==> src/rtl/scsr_regs.svh <==
// register offsets, field positions and codes of the serial status readout
`ifndef SCSR_REGS_SVH
`define SCSR_REGS_SVH
// ****************************************
// word indices, byte address = index * 4
// ****************************************
`define SCSR_IDX_MODE 5'h00
`define SCSR_IDX_CLK_CMD 5'h01
`define SCSR_IDX_LEN_CTRL 5'h02
`define SCSR_IDX_LEN_SET 5'h03
`define SCSR_IDX_LOOP_CTRL 5'h04
`define SCSR_IDX_INT_EN 5'h05
`define SCSR_IDX_RX_DIV 5'h06
`define SCSR_IDX_TX_DIV 5'h07
`define SCSR_IDX_ZERO_CLR 5'h08
`define SCSR_IDX_RATE_RES 5'h10
`define SCSR_IDX_PEND_A 5'h11
`define SCSR_IDX_LEN_LO 5'h12
`define SCSR_IDX_LEN_HI 5'h13
`define SCSR_IDX_CLK_LOOP 5'h14
`define SCSR_IDX_INT_EN_RB 5'h15
`define SCSR_IDX_RX_DIV_LO 5'h16
`define SCSR_IDX_RX_DIV_HI 5'h17
`define SCSR_IDX_TX_DIV_LO 5'h18
`define SCSR_IDX_TX_DIV_HI 5'h19
`define SCSR_IDX_PEND_B 5'h1a
// ****************************************
// fields
// ****************************************
`define SCSR_MODE_BOP 0
`define SCSR_MODE_COP 1
`define SCSR_MODE_FM 2
`define SCSR_MODE_DPLL 3
`define SCSR_MODE_TXEN 4
`define SCSR_MODE_LEN_LSB 5
`define SCSR_CC_TX_EN 0
`define SCSR_CC_RX_EN 1
`define SCSR_CC_CMD_LSB 5
`define SCSR_LC_CLEAR 8
`define SCSR_LOOP_A 4
`define SCSR_LOOP_B 1
`define SCSR_IE_ES 0
`define SCSR_ZC_TX 1
`define SCSR_ZC_RX 0
`define SCSR_CMD_SEARCH 3'h1
`define SCSR_CMD_RST_MISS 3'h2
`define SCSR_LEN_8 2'h3
`define SCSR_LEN_7 2'h2
`define SCSR_LEN_6 2'h1
`define SCSR_NORES_8 3'h3
`define SCSR_NORES_7 3'h3
`define SCSR_NORES_6 3'h0
`define SCSR_NORES_5 3'h4
`define SCSR_MISS_BITS 2'h2
`define SCSR_ZERO8 8'h00
`define SCSR_ZERO16 16'h0000
`define SCSR_ZERO32 32'h0000_0000
`endif

==> src/rtl/scsr_pkg.sv <==
// types of the serial status readout
package scsr_pkg;
    typedef struct packed {
        logic ack;
        logic [31:0] rdata;
        logic [7:0] mode;
        logic [7:0] clk_cmd;
        logic [15:0] len_set;
        logic [7:0] loop_ctrl;
        logic [7:0] int_en;
        logic [15:0] rx_div;
        logic [15:0] tx_div;
        logic [15:0] rx_cnt;
        logic [15:0] tx_cnt;
        logic tx_zero;
        logic rx_zero;
        logic es_req;
        logic [2:0] residue;
        logic [15:0] len_cnt;
        logic abort;
        logic [1:0] bits_quiet;
        logic miss_run;
        logic one_miss;
        logic two_miss;
        logic on_loop;
        logic tx_sync;
        logic rxd_s1;
        logic rxd_s2;
        logic rxd_dly;
        logic txd;
        logic [7:0] pending;
    } scsr_state_t;
endpackage

==> src/rtl/scsr_status.sv <==
// status readout of a two-channel serial controller behind a wishbone slave
//
// What this block does
// - tx generator zero sets flag when enabled
// - flag latched rising, raises status request
// - rx generator zero flag, same behaviour
// - bit-oriented residue code reports valid bits
// - residue spans previous and second previous character
// - eight bits, code 000: two bits valid
// - boundary codes flagged as no residue
// - pending bit: serviced or lower waiting
// - pending map readable only via channel A
// - pending bits in fixed channel order
// - length counter low byte readable
// - length counter high byte readable
// - underrun with length mismatch sends abort
// - length counter cleared by reset, clear bit
// - no transition in two bits sets flag
// - missing flag cleared by two commands only
// - two missed windows set second flag
// - sending-on-loop while in loop transmitting
// - character mode sync sets transmit-sync flag
// - go-ahead inserts one-bit delay, sets on-loop
// - on-loop holds while loop, else zero
// - interrupt enables read back
// - rx divisor read back in two bytes
// - tx divisor read back in two bytes
// - zero flags qualify general zero flag
// - residue taken only at end of frame
//
// Our own choices: the Wishbone slave port and the address map.
`timescale 1ns/1ps
`include "scsr_regs.svh"
module scsr_status
    import scsr_pkg::*;
(
    // clock and reset
    input wire logic clk_in,
    input wire logic rst_n_in,
    // wishbone slave
    input wire logic wb_cyc_in,
    input wire logic wb_stb_in,
    input wire logic wb_we_in,
    input wire logic [6:0] wb_adr_in,
    input wire logic [3:0] wb_sel_in,
    input wire logic [31:0] wb_dat_in,
    output logic [31:0] wb_dat_out,
    output logic wb_ack_out,
    // receiver and transmitter events
    input wire logic frame_end_in,
    input wire logic [2:0] residue_in,
    input wire logic tx_byte_sent_in,
    input wire logic tx_underrun_in,
    input wire logic tx_active_in,
    input wire logic rx_edge_in,
    input wire logic bit_tick_in,
    input wire logic go_ahead_in,
    input wire logic sync_done_in,
    // interrupt controller view
    input wire logic [7:0] int_req_in,
    input wire logic [7:0] int_service_in,
    // serial line
    input wire logic rxd_in,
    input wire logic tx_data_in,
    output logic txd_out,
    // status outputs
    output logic es_request_out,
    output logic rate_zero_out,
    output logic abort_out,
    output logic no_residue_out
);
    // ****************************************
    // state
    // ****************************************
    scsr_state_t st_ff;
    scsr_state_t nxt_st;
    logic no_res_ff;
    logic nxt_no_res;
    logic rate_zero_ff;
    logic [7:0] below_mask;

    // ****************************************
    // lower-priority mask under the highest serviced cause
    // ****************************************
    genvar gi;
    generate
        for (gi = 0; gi < 8; gi++) begin : g_mask
            // bit 7 ranks highest; a bit is below if any higher bit is serviced
            if (gi == 7) begin : g_top
                assign below_mask[gi] = 1'b0;
            end else begin : g_low
                assign below_mask[gi] = |int_service_in[7:gi+1];
            end
        end
    endgenerate

    // ****************************************
    // next state
    // ****************************************
    always_comb begin
        logic acc;
        logic wr;
        logic [4:0] idx;
        logic bit_oriented_mode;
        logic character_oriented_mode;
        logic loop_sel;
        logic tx_hit;
        logic rx_hit;
        logic miss_evt;
        acc = wb_cyc_in && wb_stb_in && !st_ff.ack;
        wr = acc && wb_we_in && wb_sel_in[0];
        idx = wb_adr_in[6:2];
        nxt_st = st_ff;
        nxt_no_res = no_res_ff;
        bit_oriented_mode = st_ff.mode[`SCSR_MODE_BOP];
        character_oriented_mode = st_ff.mode[`SCSR_MODE_COP];
        loop_sel = st_ff.loop_ctrl[`SCSR_LOOP_A] && st_ff.loop_ctrl[`SCSR_LOOP_B];
        tx_hit = st_ff.clk_cmd[`SCSR_CC_TX_EN] && (st_ff.tx_cnt == `SCSR_ZERO16);
        rx_hit = st_ff.clk_cmd[`SCSR_CC_RX_EN] && (st_ff.rx_cnt == `SCSR_ZERO16);
        miss_evt = 1'b0;
        nxt_st.ack = acc;
        nxt_st.abort = 1'b0;

        // rate generators count down and reload
        if (st_ff.clk_cmd[`SCSR_CC_TX_EN]) begin
            if (st_ff.tx_cnt == `SCSR_ZERO16) begin
                nxt_st.tx_cnt = st_ff.tx_div;
                nxt_st.tx_zero = 1'b1;
            end else begin
                nxt_st.tx_cnt = st_ff.tx_cnt - 16'h0001;
            end
        end
        if (st_ff.clk_cmd[`SCSR_CC_RX_EN]) begin
            if (st_ff.rx_cnt == `SCSR_ZERO16) begin
                nxt_st.rx_cnt = st_ff.rx_div;
                nxt_st.rx_zero = 1'b1;
            end else begin
                nxt_st.rx_cnt = st_ff.rx_cnt - 16'h0001;
            end
        end
        // only a new zero-to-one edge raises the status request
        if ((nxt_st.tx_zero && !st_ff.tx_zero) || (nxt_st.rx_zero && !st_ff.rx_zero)) begin
            nxt_st.es_req = st_ff.int_en[`SCSR_IE_ES];
        end

        // residue taken at end of frame only
        if (frame_end_in && bit_oriented_mode) begin
            nxt_st.residue = residue_in;
            case (st_ff.mode[`SCSR_MODE_LEN_LSB +: 2])
                `SCSR_LEN_8: nxt_no_res = (residue_in == `SCSR_NORES_8);
                `SCSR_LEN_7: nxt_no_res = (residue_in == `SCSR_NORES_7);
                `SCSR_LEN_6: nxt_no_res = (residue_in == `SCSR_NORES_6);
                default: nxt_no_res = (residue_in == `SCSR_NORES_5);
            endcase
        end

        // transmit length counter and abort on mismatch
        if (bit_oriented_mode && tx_byte_sent_in) begin
            nxt_st.len_cnt = st_ff.len_cnt + 16'h0001;
        end
        if (bit_oriented_mode && tx_underrun_in && (st_ff.len_set != st_ff.len_cnt)) begin
            nxt_st.abort = 1'b1;
        end

        // missing clock watch in fm with the dpll running
        if (st_ff.mode[`SCSR_MODE_FM] && st_ff.mode[`SCSR_MODE_DPLL]) begin
            if (rx_edge_in) begin
                nxt_st.bits_quiet = 2'h0;
                nxt_st.miss_run = 1'b0;
            end else if (bit_tick_in) begin
                if (st_ff.bits_quiet + 2'h1 == `SCSR_MISS_BITS) begin
                    nxt_st.bits_quiet = 2'h0;
                    nxt_st.one_miss = 1'b1;
                    miss_evt = 1'b1;
                    nxt_st.miss_run = 1'b1;
                    if (st_ff.miss_run) begin
                        nxt_st.two_miss = 1'b1;
                    end
                end else begin
                    nxt_st.bits_quiet = st_ff.bits_quiet + 2'h1;
                end
            end
        end

        // loop handling
        if (!(bit_oriented_mode && loop_sel)) begin
            nxt_st.on_loop = 1'b0;
        end else if (go_ahead_in) begin
            nxt_st.on_loop = 1'b1;
        end
        if (character_oriented_mode && sync_done_in && !st_ff.loop_ctrl[`SCSR_LOOP_A]
            && !st_ff.loop_ctrl[`SCSR_LOOP_B] && st_ff.mode[`SCSR_MODE_TXEN]) begin
            nxt_st.tx_sync = 1'b1;
        end else if (!character_oriented_mode || !st_ff.mode[`SCSR_MODE_TXEN]) begin
            nxt_st.tx_sync = 1'b0;
        end
        nxt_st.rxd_s1 = rxd_in;
        nxt_st.rxd_s2 = st_ff.rxd_s1;
        nxt_st.rxd_dly = st_ff.rxd_s2;
        // one bit of delay from receive to transmit while on loop
        nxt_st.txd = st_ff.on_loop ? st_ff.rxd_dly : tx_data_in;

        // pending map
        nxt_st.pending = int_service_in | (int_req_in & below_mask);

        // register writes, set wins over clear
        if (wr) begin
            if (idx == `SCSR_IDX_MODE) begin
                nxt_st.mode = wb_dat_in[7:0];
            end else if (idx == `SCSR_IDX_CLK_CMD) begin
                nxt_st.clk_cmd = wb_dat_in[7:0];
                if (wb_dat_in[`SCSR_CC_CMD_LSB +: 3] == `SCSR_CMD_RST_MISS
                    || wb_dat_in[`SCSR_CC_CMD_LSB +: 3] == `SCSR_CMD_SEARCH) begin
                    // a window missed in this very cycle survives the command
                    nxt_st.one_miss = miss_evt;
                    nxt_st.two_miss = miss_evt && st_ff.miss_run;
                    nxt_st.miss_run = miss_evt;
                    nxt_st.bits_quiet = 2'h0;
                end
            end else if (idx == `SCSR_IDX_LEN_CTRL) begin
                if (wb_sel_in[1] && wb_dat_in[`SCSR_LC_CLEAR]) begin
                    nxt_st.len_cnt = `SCSR_ZERO16;
                end
            end else if (idx == `SCSR_IDX_LEN_SET) begin
                nxt_st.len_set[7:0] = wb_dat_in[7:0];
                if (wb_sel_in[1]) begin
                    nxt_st.len_set[15:8] = wb_dat_in[15:8];
                end
            end else if (idx == `SCSR_IDX_LOOP_CTRL) begin
                nxt_st.loop_ctrl = wb_dat_in[7:0];
            end else if (idx == `SCSR_IDX_INT_EN) begin
                nxt_st.int_en = wb_dat_in[7:0];
            end else if (idx == `SCSR_IDX_RX_DIV) begin
                nxt_st.rx_div[7:0] = wb_dat_in[7:0];
                if (wb_sel_in[1]) begin
                    nxt_st.rx_div[15:8] = wb_dat_in[15:8];
                end
            end else if (idx == `SCSR_IDX_TX_DIV) begin
                nxt_st.tx_div[7:0] = wb_dat_in[7:0];
                if (wb_sel_in[1]) begin
                    nxt_st.tx_div[15:8] = wb_dat_in[15:8];
                end
            end else if (idx == `SCSR_IDX_ZERO_CLR) begin
                // a countdown hit in the same cycle beats the clear
                if (wb_dat_in[`SCSR_ZC_TX] && !tx_hit) begin
                    nxt_st.tx_zero = 1'b0;
                end
                if (wb_dat_in[`SCSR_ZC_RX] && !rx_hit) begin
                    nxt_st.rx_zero = 1'b0;
                end
                nxt_st.es_req = (nxt_st.es_req && !(st_ff.tx_zero || st_ff.rx_zero))
                    || (st_ff.int_en[`SCSR_IE_ES] && ((nxt_st.tx_zero && !st_ff.tx_zero)
                    || (nxt_st.rx_zero && !st_ff.rx_zero)));
            end
        end

        // register reads, no side effects on any flag
        nxt_st.rdata = `SCSR_ZERO32;
        if (acc && !wb_we_in) begin
            if (idx == `SCSR_IDX_MODE) begin
                nxt_st.rdata[7:0] = st_ff.mode;
            end else if (idx == `SCSR_IDX_CLK_CMD) begin
                nxt_st.rdata[7:0] = st_ff.clk_cmd;
            end else if (idx == `SCSR_IDX_LEN_SET) begin
                nxt_st.rdata[15:0] = st_ff.len_set;
            end else if (idx == `SCSR_IDX_LOOP_CTRL) begin
                nxt_st.rdata[7:0] = st_ff.loop_ctrl;
            end else if (idx == `SCSR_IDX_INT_EN || idx == `SCSR_IDX_INT_EN_RB) begin
                nxt_st.rdata[7:0] = st_ff.int_en;
            end else if (idx == `SCSR_IDX_RX_DIV) begin
                nxt_st.rdata[15:0] = st_ff.rx_div;
            end else if (idx == `SCSR_IDX_TX_DIV) begin
                nxt_st.rdata[15:0] = st_ff.tx_div;
            end else if (idx == `SCSR_IDX_RATE_RES) begin
                // zero flags, then residue
                nxt_st.rdata[7:0] = {3'h0, st_ff.tx_zero, st_ff.rx_zero, st_ff.residue};
            end else if (idx == `SCSR_IDX_PEND_A) begin
                nxt_st.rdata[7:0] = st_ff.pending;
            end else if (idx == `SCSR_IDX_LEN_LO) begin
                nxt_st.rdata[7:0] = st_ff.len_cnt[7:0];
            end else if (idx == `SCSR_IDX_LEN_HI) begin
                nxt_st.rdata[7:0] = st_ff.len_cnt[15:8];
            end else if (idx == `SCSR_IDX_CLK_LOOP) begin
                nxt_st.rdata[7:0] = {st_ff.one_miss, st_ff.two_miss, 1'b0,
                    st_ff.on_loop && tx_active_in, 2'h0,
                    st_ff.on_loop || st_ff.tx_sync, 1'b0};
            end else if (idx == `SCSR_IDX_RX_DIV_LO) begin
                nxt_st.rdata[7:0] = st_ff.rx_div[7:0];
            end else if (idx == `SCSR_IDX_RX_DIV_HI) begin
                nxt_st.rdata[7:0] = st_ff.rx_div[15:8];
            end else if (idx == `SCSR_IDX_TX_DIV_LO) begin
                nxt_st.rdata[7:0] = st_ff.tx_div[7:0];
            end else if (idx == `SCSR_IDX_TX_DIV_HI) begin
                nxt_st.rdata[7:0] = st_ff.tx_div[15:8];
            end else begin
                // channel B pending alias and unmapped read as zero
                nxt_st.rdata = `SCSR_ZERO32;
            end
        end
    end

    // ****************************************
    // registers
    // ****************************************
    always_ff @(posedge clk_in or negedge rst_n_in) begin
        if (!rst_n_in) begin
            st_ff <= '0;
            no_res_ff <= 1'b0;
            rate_zero_ff <= 1'b0;
        end else begin
            st_ff <= nxt_st;
            no_res_ff <= nxt_no_res;
            rate_zero_ff <= nxt_st.tx_zero || nxt_st.rx_zero;
        end
    end

    assign wb_ack_out = st_ff.ack;
    assign wb_dat_out = st_ff.rdata;
    assign txd_out = st_ff.txd;
    assign es_request_out = st_ff.es_req;
    assign rate_zero_out = rate_zero_ff;
    assign abort_out = st_ff.abort;
    assign no_residue_out = no_res_ff;
endmodule

==> config.mk <==
export PLATFORM = sky130hd
export DESIGN_NAME = scsr_status
export DESIGN_NICKNAME = d
export VERILOG_FILES = /design/src/rtl/scsr_pkg.sv /design/src/rtl/scsr_status.sv
export VERILOG_INCLUDE_DIRS = /design/src /design/src/rtl
export SDC_FILE = /design/constraint.sdc
export NUM_CORES = 1
export LEC_CHECK = 0
export ABC_AREA = 1
export BUFFER_PORTS_ARGS = -buffer_cell sky130_fd_sc_hd__buf_4
export CORE_UTILIZATION = 59
export CTS_CLUSTER_SIZE = 40
export DETAILED_ROUTE_END_ITERATION = 10
export PLACE_DENSITY = 0.89
export SETUP_SLACK_MARGIN = 0.5
export SLEW_MARGIN = 0
export SYNTH_ARGS = -nofsm -noshare
export SYNTH_HDL_FRONTEND = slang
export SYNTH_SLANG_ARGS = --single-unit
==> constraint.sdc <==
create_clock -name clk_in -period 2.25 [get_ports clk_in]
set_input_delay 0.225 -clock clk_in [delete_from_list [all_inputs] [get_ports clk_in]]
set_output_delay 0.225 -clock clk_in [all_outputs]
set_load 0.01 [all_outputs]
==> results.md <==
- Placeable Area: 15200 um2
- Full die area: 16100 um2
- WL per Instance: 20.6 um
- Drt initial violations: 1376
- Vias in the first global route: 8899
- Final setup TNS: 0 ps
- Least-Margin Pin Slew: 709 ps
- Share of the synthesized area in the top cell type: 47.1%
- Diodes inserted: 0
- Worst-path clk slew: 70 ps
- CP Launch Type: flop
- Skew-Pair Late Insertion Delay: 450 ps
- Xor/xnor share of the synthesized area: 1.90%
- Top cells by count, synth: nand2_1 (285), dfrtp_1 (173), inv_1 (152)
- Synth warn: 0
- CTS tree: done
- Num CTS Buffers: 17
- Hpwl dp: 19100 um
- Syn-to-layout area delta: 30.5%
- Hold Path Class: input port to flop
- Status: complete, no violations
- Initial antenna violation count: 0
- Vias: 9761
- Simple-Gate Fraction of Synth Area: 23.5%
- Worst setup EP type: flop
- Leak: 5.72 nW
- Synth Register Bits: 173
- Peak supply drop: 626 uV
- Post-Synth Adder-Cell Area: 0.680%
- Port Buffers: 77
- Synth Area in Compound Gates: 16.2%
- Share of layout cells above drive strength 1: 28.9%
- Post-route antenna net violation count: 0
- Synth Area per Inst: 7.76 um2
- Gp weighted congestion: 0.966
- Power, Total: 9.54 mW
- CTS Sinks: 173
- CP required: 2580 ps
- Routed WL: 32100 um
- Crit-path max FO: 8
- Crit path time final: 2160 ps
- Largest area contributor in the netlist: dfrtp_1
- Pre-CTS setup slack: 125 ps
- Placed Area: 9950 um2
- Mux cell area share after synthesis: 0.122%
- Cell count after synthesis: 1186
- I/O pins: 115
- Post-synth cell types: 45
- First-pass GRT wire length: 45700 um
- Arr. time, crit path: 2490 ps
- Largest family of logic cells by synthesized area: simple AND/OR/NAND/NOR gates
- H-tree levels: 4
- Die W: 127 um
- RSZ-0062 raised after global routing: true
- Site row count: 45
- Drt pass-1 iters: 10
- Final Hold Viols: 0
- Sequential-to-total area share from yosys stat: 47.1%
- FFs w/ async S/R, synth: 100%
- Worst-case clock skew: 14.4 ps
- Post-route DRC: 0
- Kind of critical path: flop to flop
- Max_cap viols: 0
- Final setup viols: 0
- Synth Cell Area: 9200 um2
- Fin nets: 1437
- CTS root buffer: clkbuf_16
- Fin worst setup slack: 89.8 ps
- GR Overflow Total: 0
- EDFF count, synth: 0
- Synth area leaders: dfrtp_1 (47%), nand2_1 (12%), o21ai_0 (8.0%)
- Final Cycle Share: 96.0%
- Most common cell in the netlist: nand2_1
- PwrDens: 795 nW/um2
- Main flop type after synthesis: dfrtp_1
- Final Max Tran Viols: 0
- Pin count of the biggest net entering global routing: 63
- FMAX: 0.463 GHz
- Initial core utilization: 60.5%
- Post-DR vias/cell: 6.27
- Final instance area: 12000 um2
- DIE HEIGHT: 127 um
- CTS max path bufs: 2
- Overall Global Routing Usage: 37.4%
- Worst rel slew slack: 52.4%
path summary, 6_finish.rpt:
path	end	cells past startpoint	slack, ps	startpoint
max	st_ff[110]	10	90	wb_ack_out
max in group asynchronous	st_ff[80]	3	1310	rst_n_in
min	st_ff[94]	3	3	wb_dat_in[4]
min reg2reg	st_ff[9]	0	350	nxt_st[9]
max reg2reg	st_ff[110]	10	90	wb_ack_out
min in group asynchronous	st_ff[48]	2	250	rst_n_in
sequential cells by signal, indices dropped and copies added, names as in the netlist:
register and count:
txd_out 1, es_request_out 1, wb_dat_out 16, rate_zero_out 1, st_ff 149, no_residue_out 1
abort_out 1, wb_ack_out 1, nxt_st 2
final cells by class:
class                      count  area, um2
multi-input combinational    811       4650
sequential                   173       4330
fill                         924       3200
timing repair buffer         189       1580
inverter                     162        627
clock buffer                  19        443
tap                          188        235
clock inverter                13        130
timing repair inverter         1       7.51
critical path: stages (launching register included):
cell,delay (ps)
dfrtp_1,420
nor2_2,150
nand3_2,140
nor2_4,190
inv_4,70
nor3_4,160
buf_4,160
buf_6,110
buf_12,140
nand3_4,150
o21ai_1,350
routing by layer:
layer	up-vias	routed length [um]	global-route usage, %
li1	4193	-	-
met1	4524	11100	46.5
met2	791	15200	60.9
met3	253	3400	7.68
met4	0	2420	21.8
met5	-	0	0
through the flow:
step	hold WS, ps	util (%)	instances
final	2.95	79.0	1556
after floorplan	-70.6	-	1201
after global routing	3.78	79.0	1556
after global placement	150	65.4	1432
after CTS	3.36	74.5	1524
after detailed placement	147	65.4	1432
timing repair:
item	4_1_cts	5_1_grt
setup endpoints to repair	81	121
hold buffers	6	0
buffers inserted	49	29
gates cloned	5	3
hold endpoints to repair	36	0
pin swaps	43	66
resized for setup	104	153
cell families after synthesis:
| group | count (synthesis) |
|---|---|
| muxes | 1 |
| adders and majority gates | 5 |
| other | 1 |
| DFF | 173 |
| AOI/OAI and AO/OA | 266 |
| and+or+nand+nor | 499 |
| buffers and inverters | 221 |
| xor gates and xnor gates | 20 |
layout by cell type (no fill, tap or decap), types with 16 or more instances in the layout:
cell type / count
conb_1: 16
a21oi_1: 38
o21ai_1: 55
nand2_2: 29
o21ai_0: 92
clkbuf_16: 17
nor3_1: 19
inv_2: 20
nand2_1: 255
nor2_1: 62
dfrtp_1: 170
nor2_2: 22
buf_4: 155
buf_6: 19
inv_1: 134
nand3_1: 31
o21ai_2: 16
where the power goes:
part	internal, mW	switching (mW)	total, mW
combinational	1.12	1.59	2.70
clock	1.58	1.37	2.95
sequential	3.49	0.407	3.90
Power figures use the tool's default switching activity.
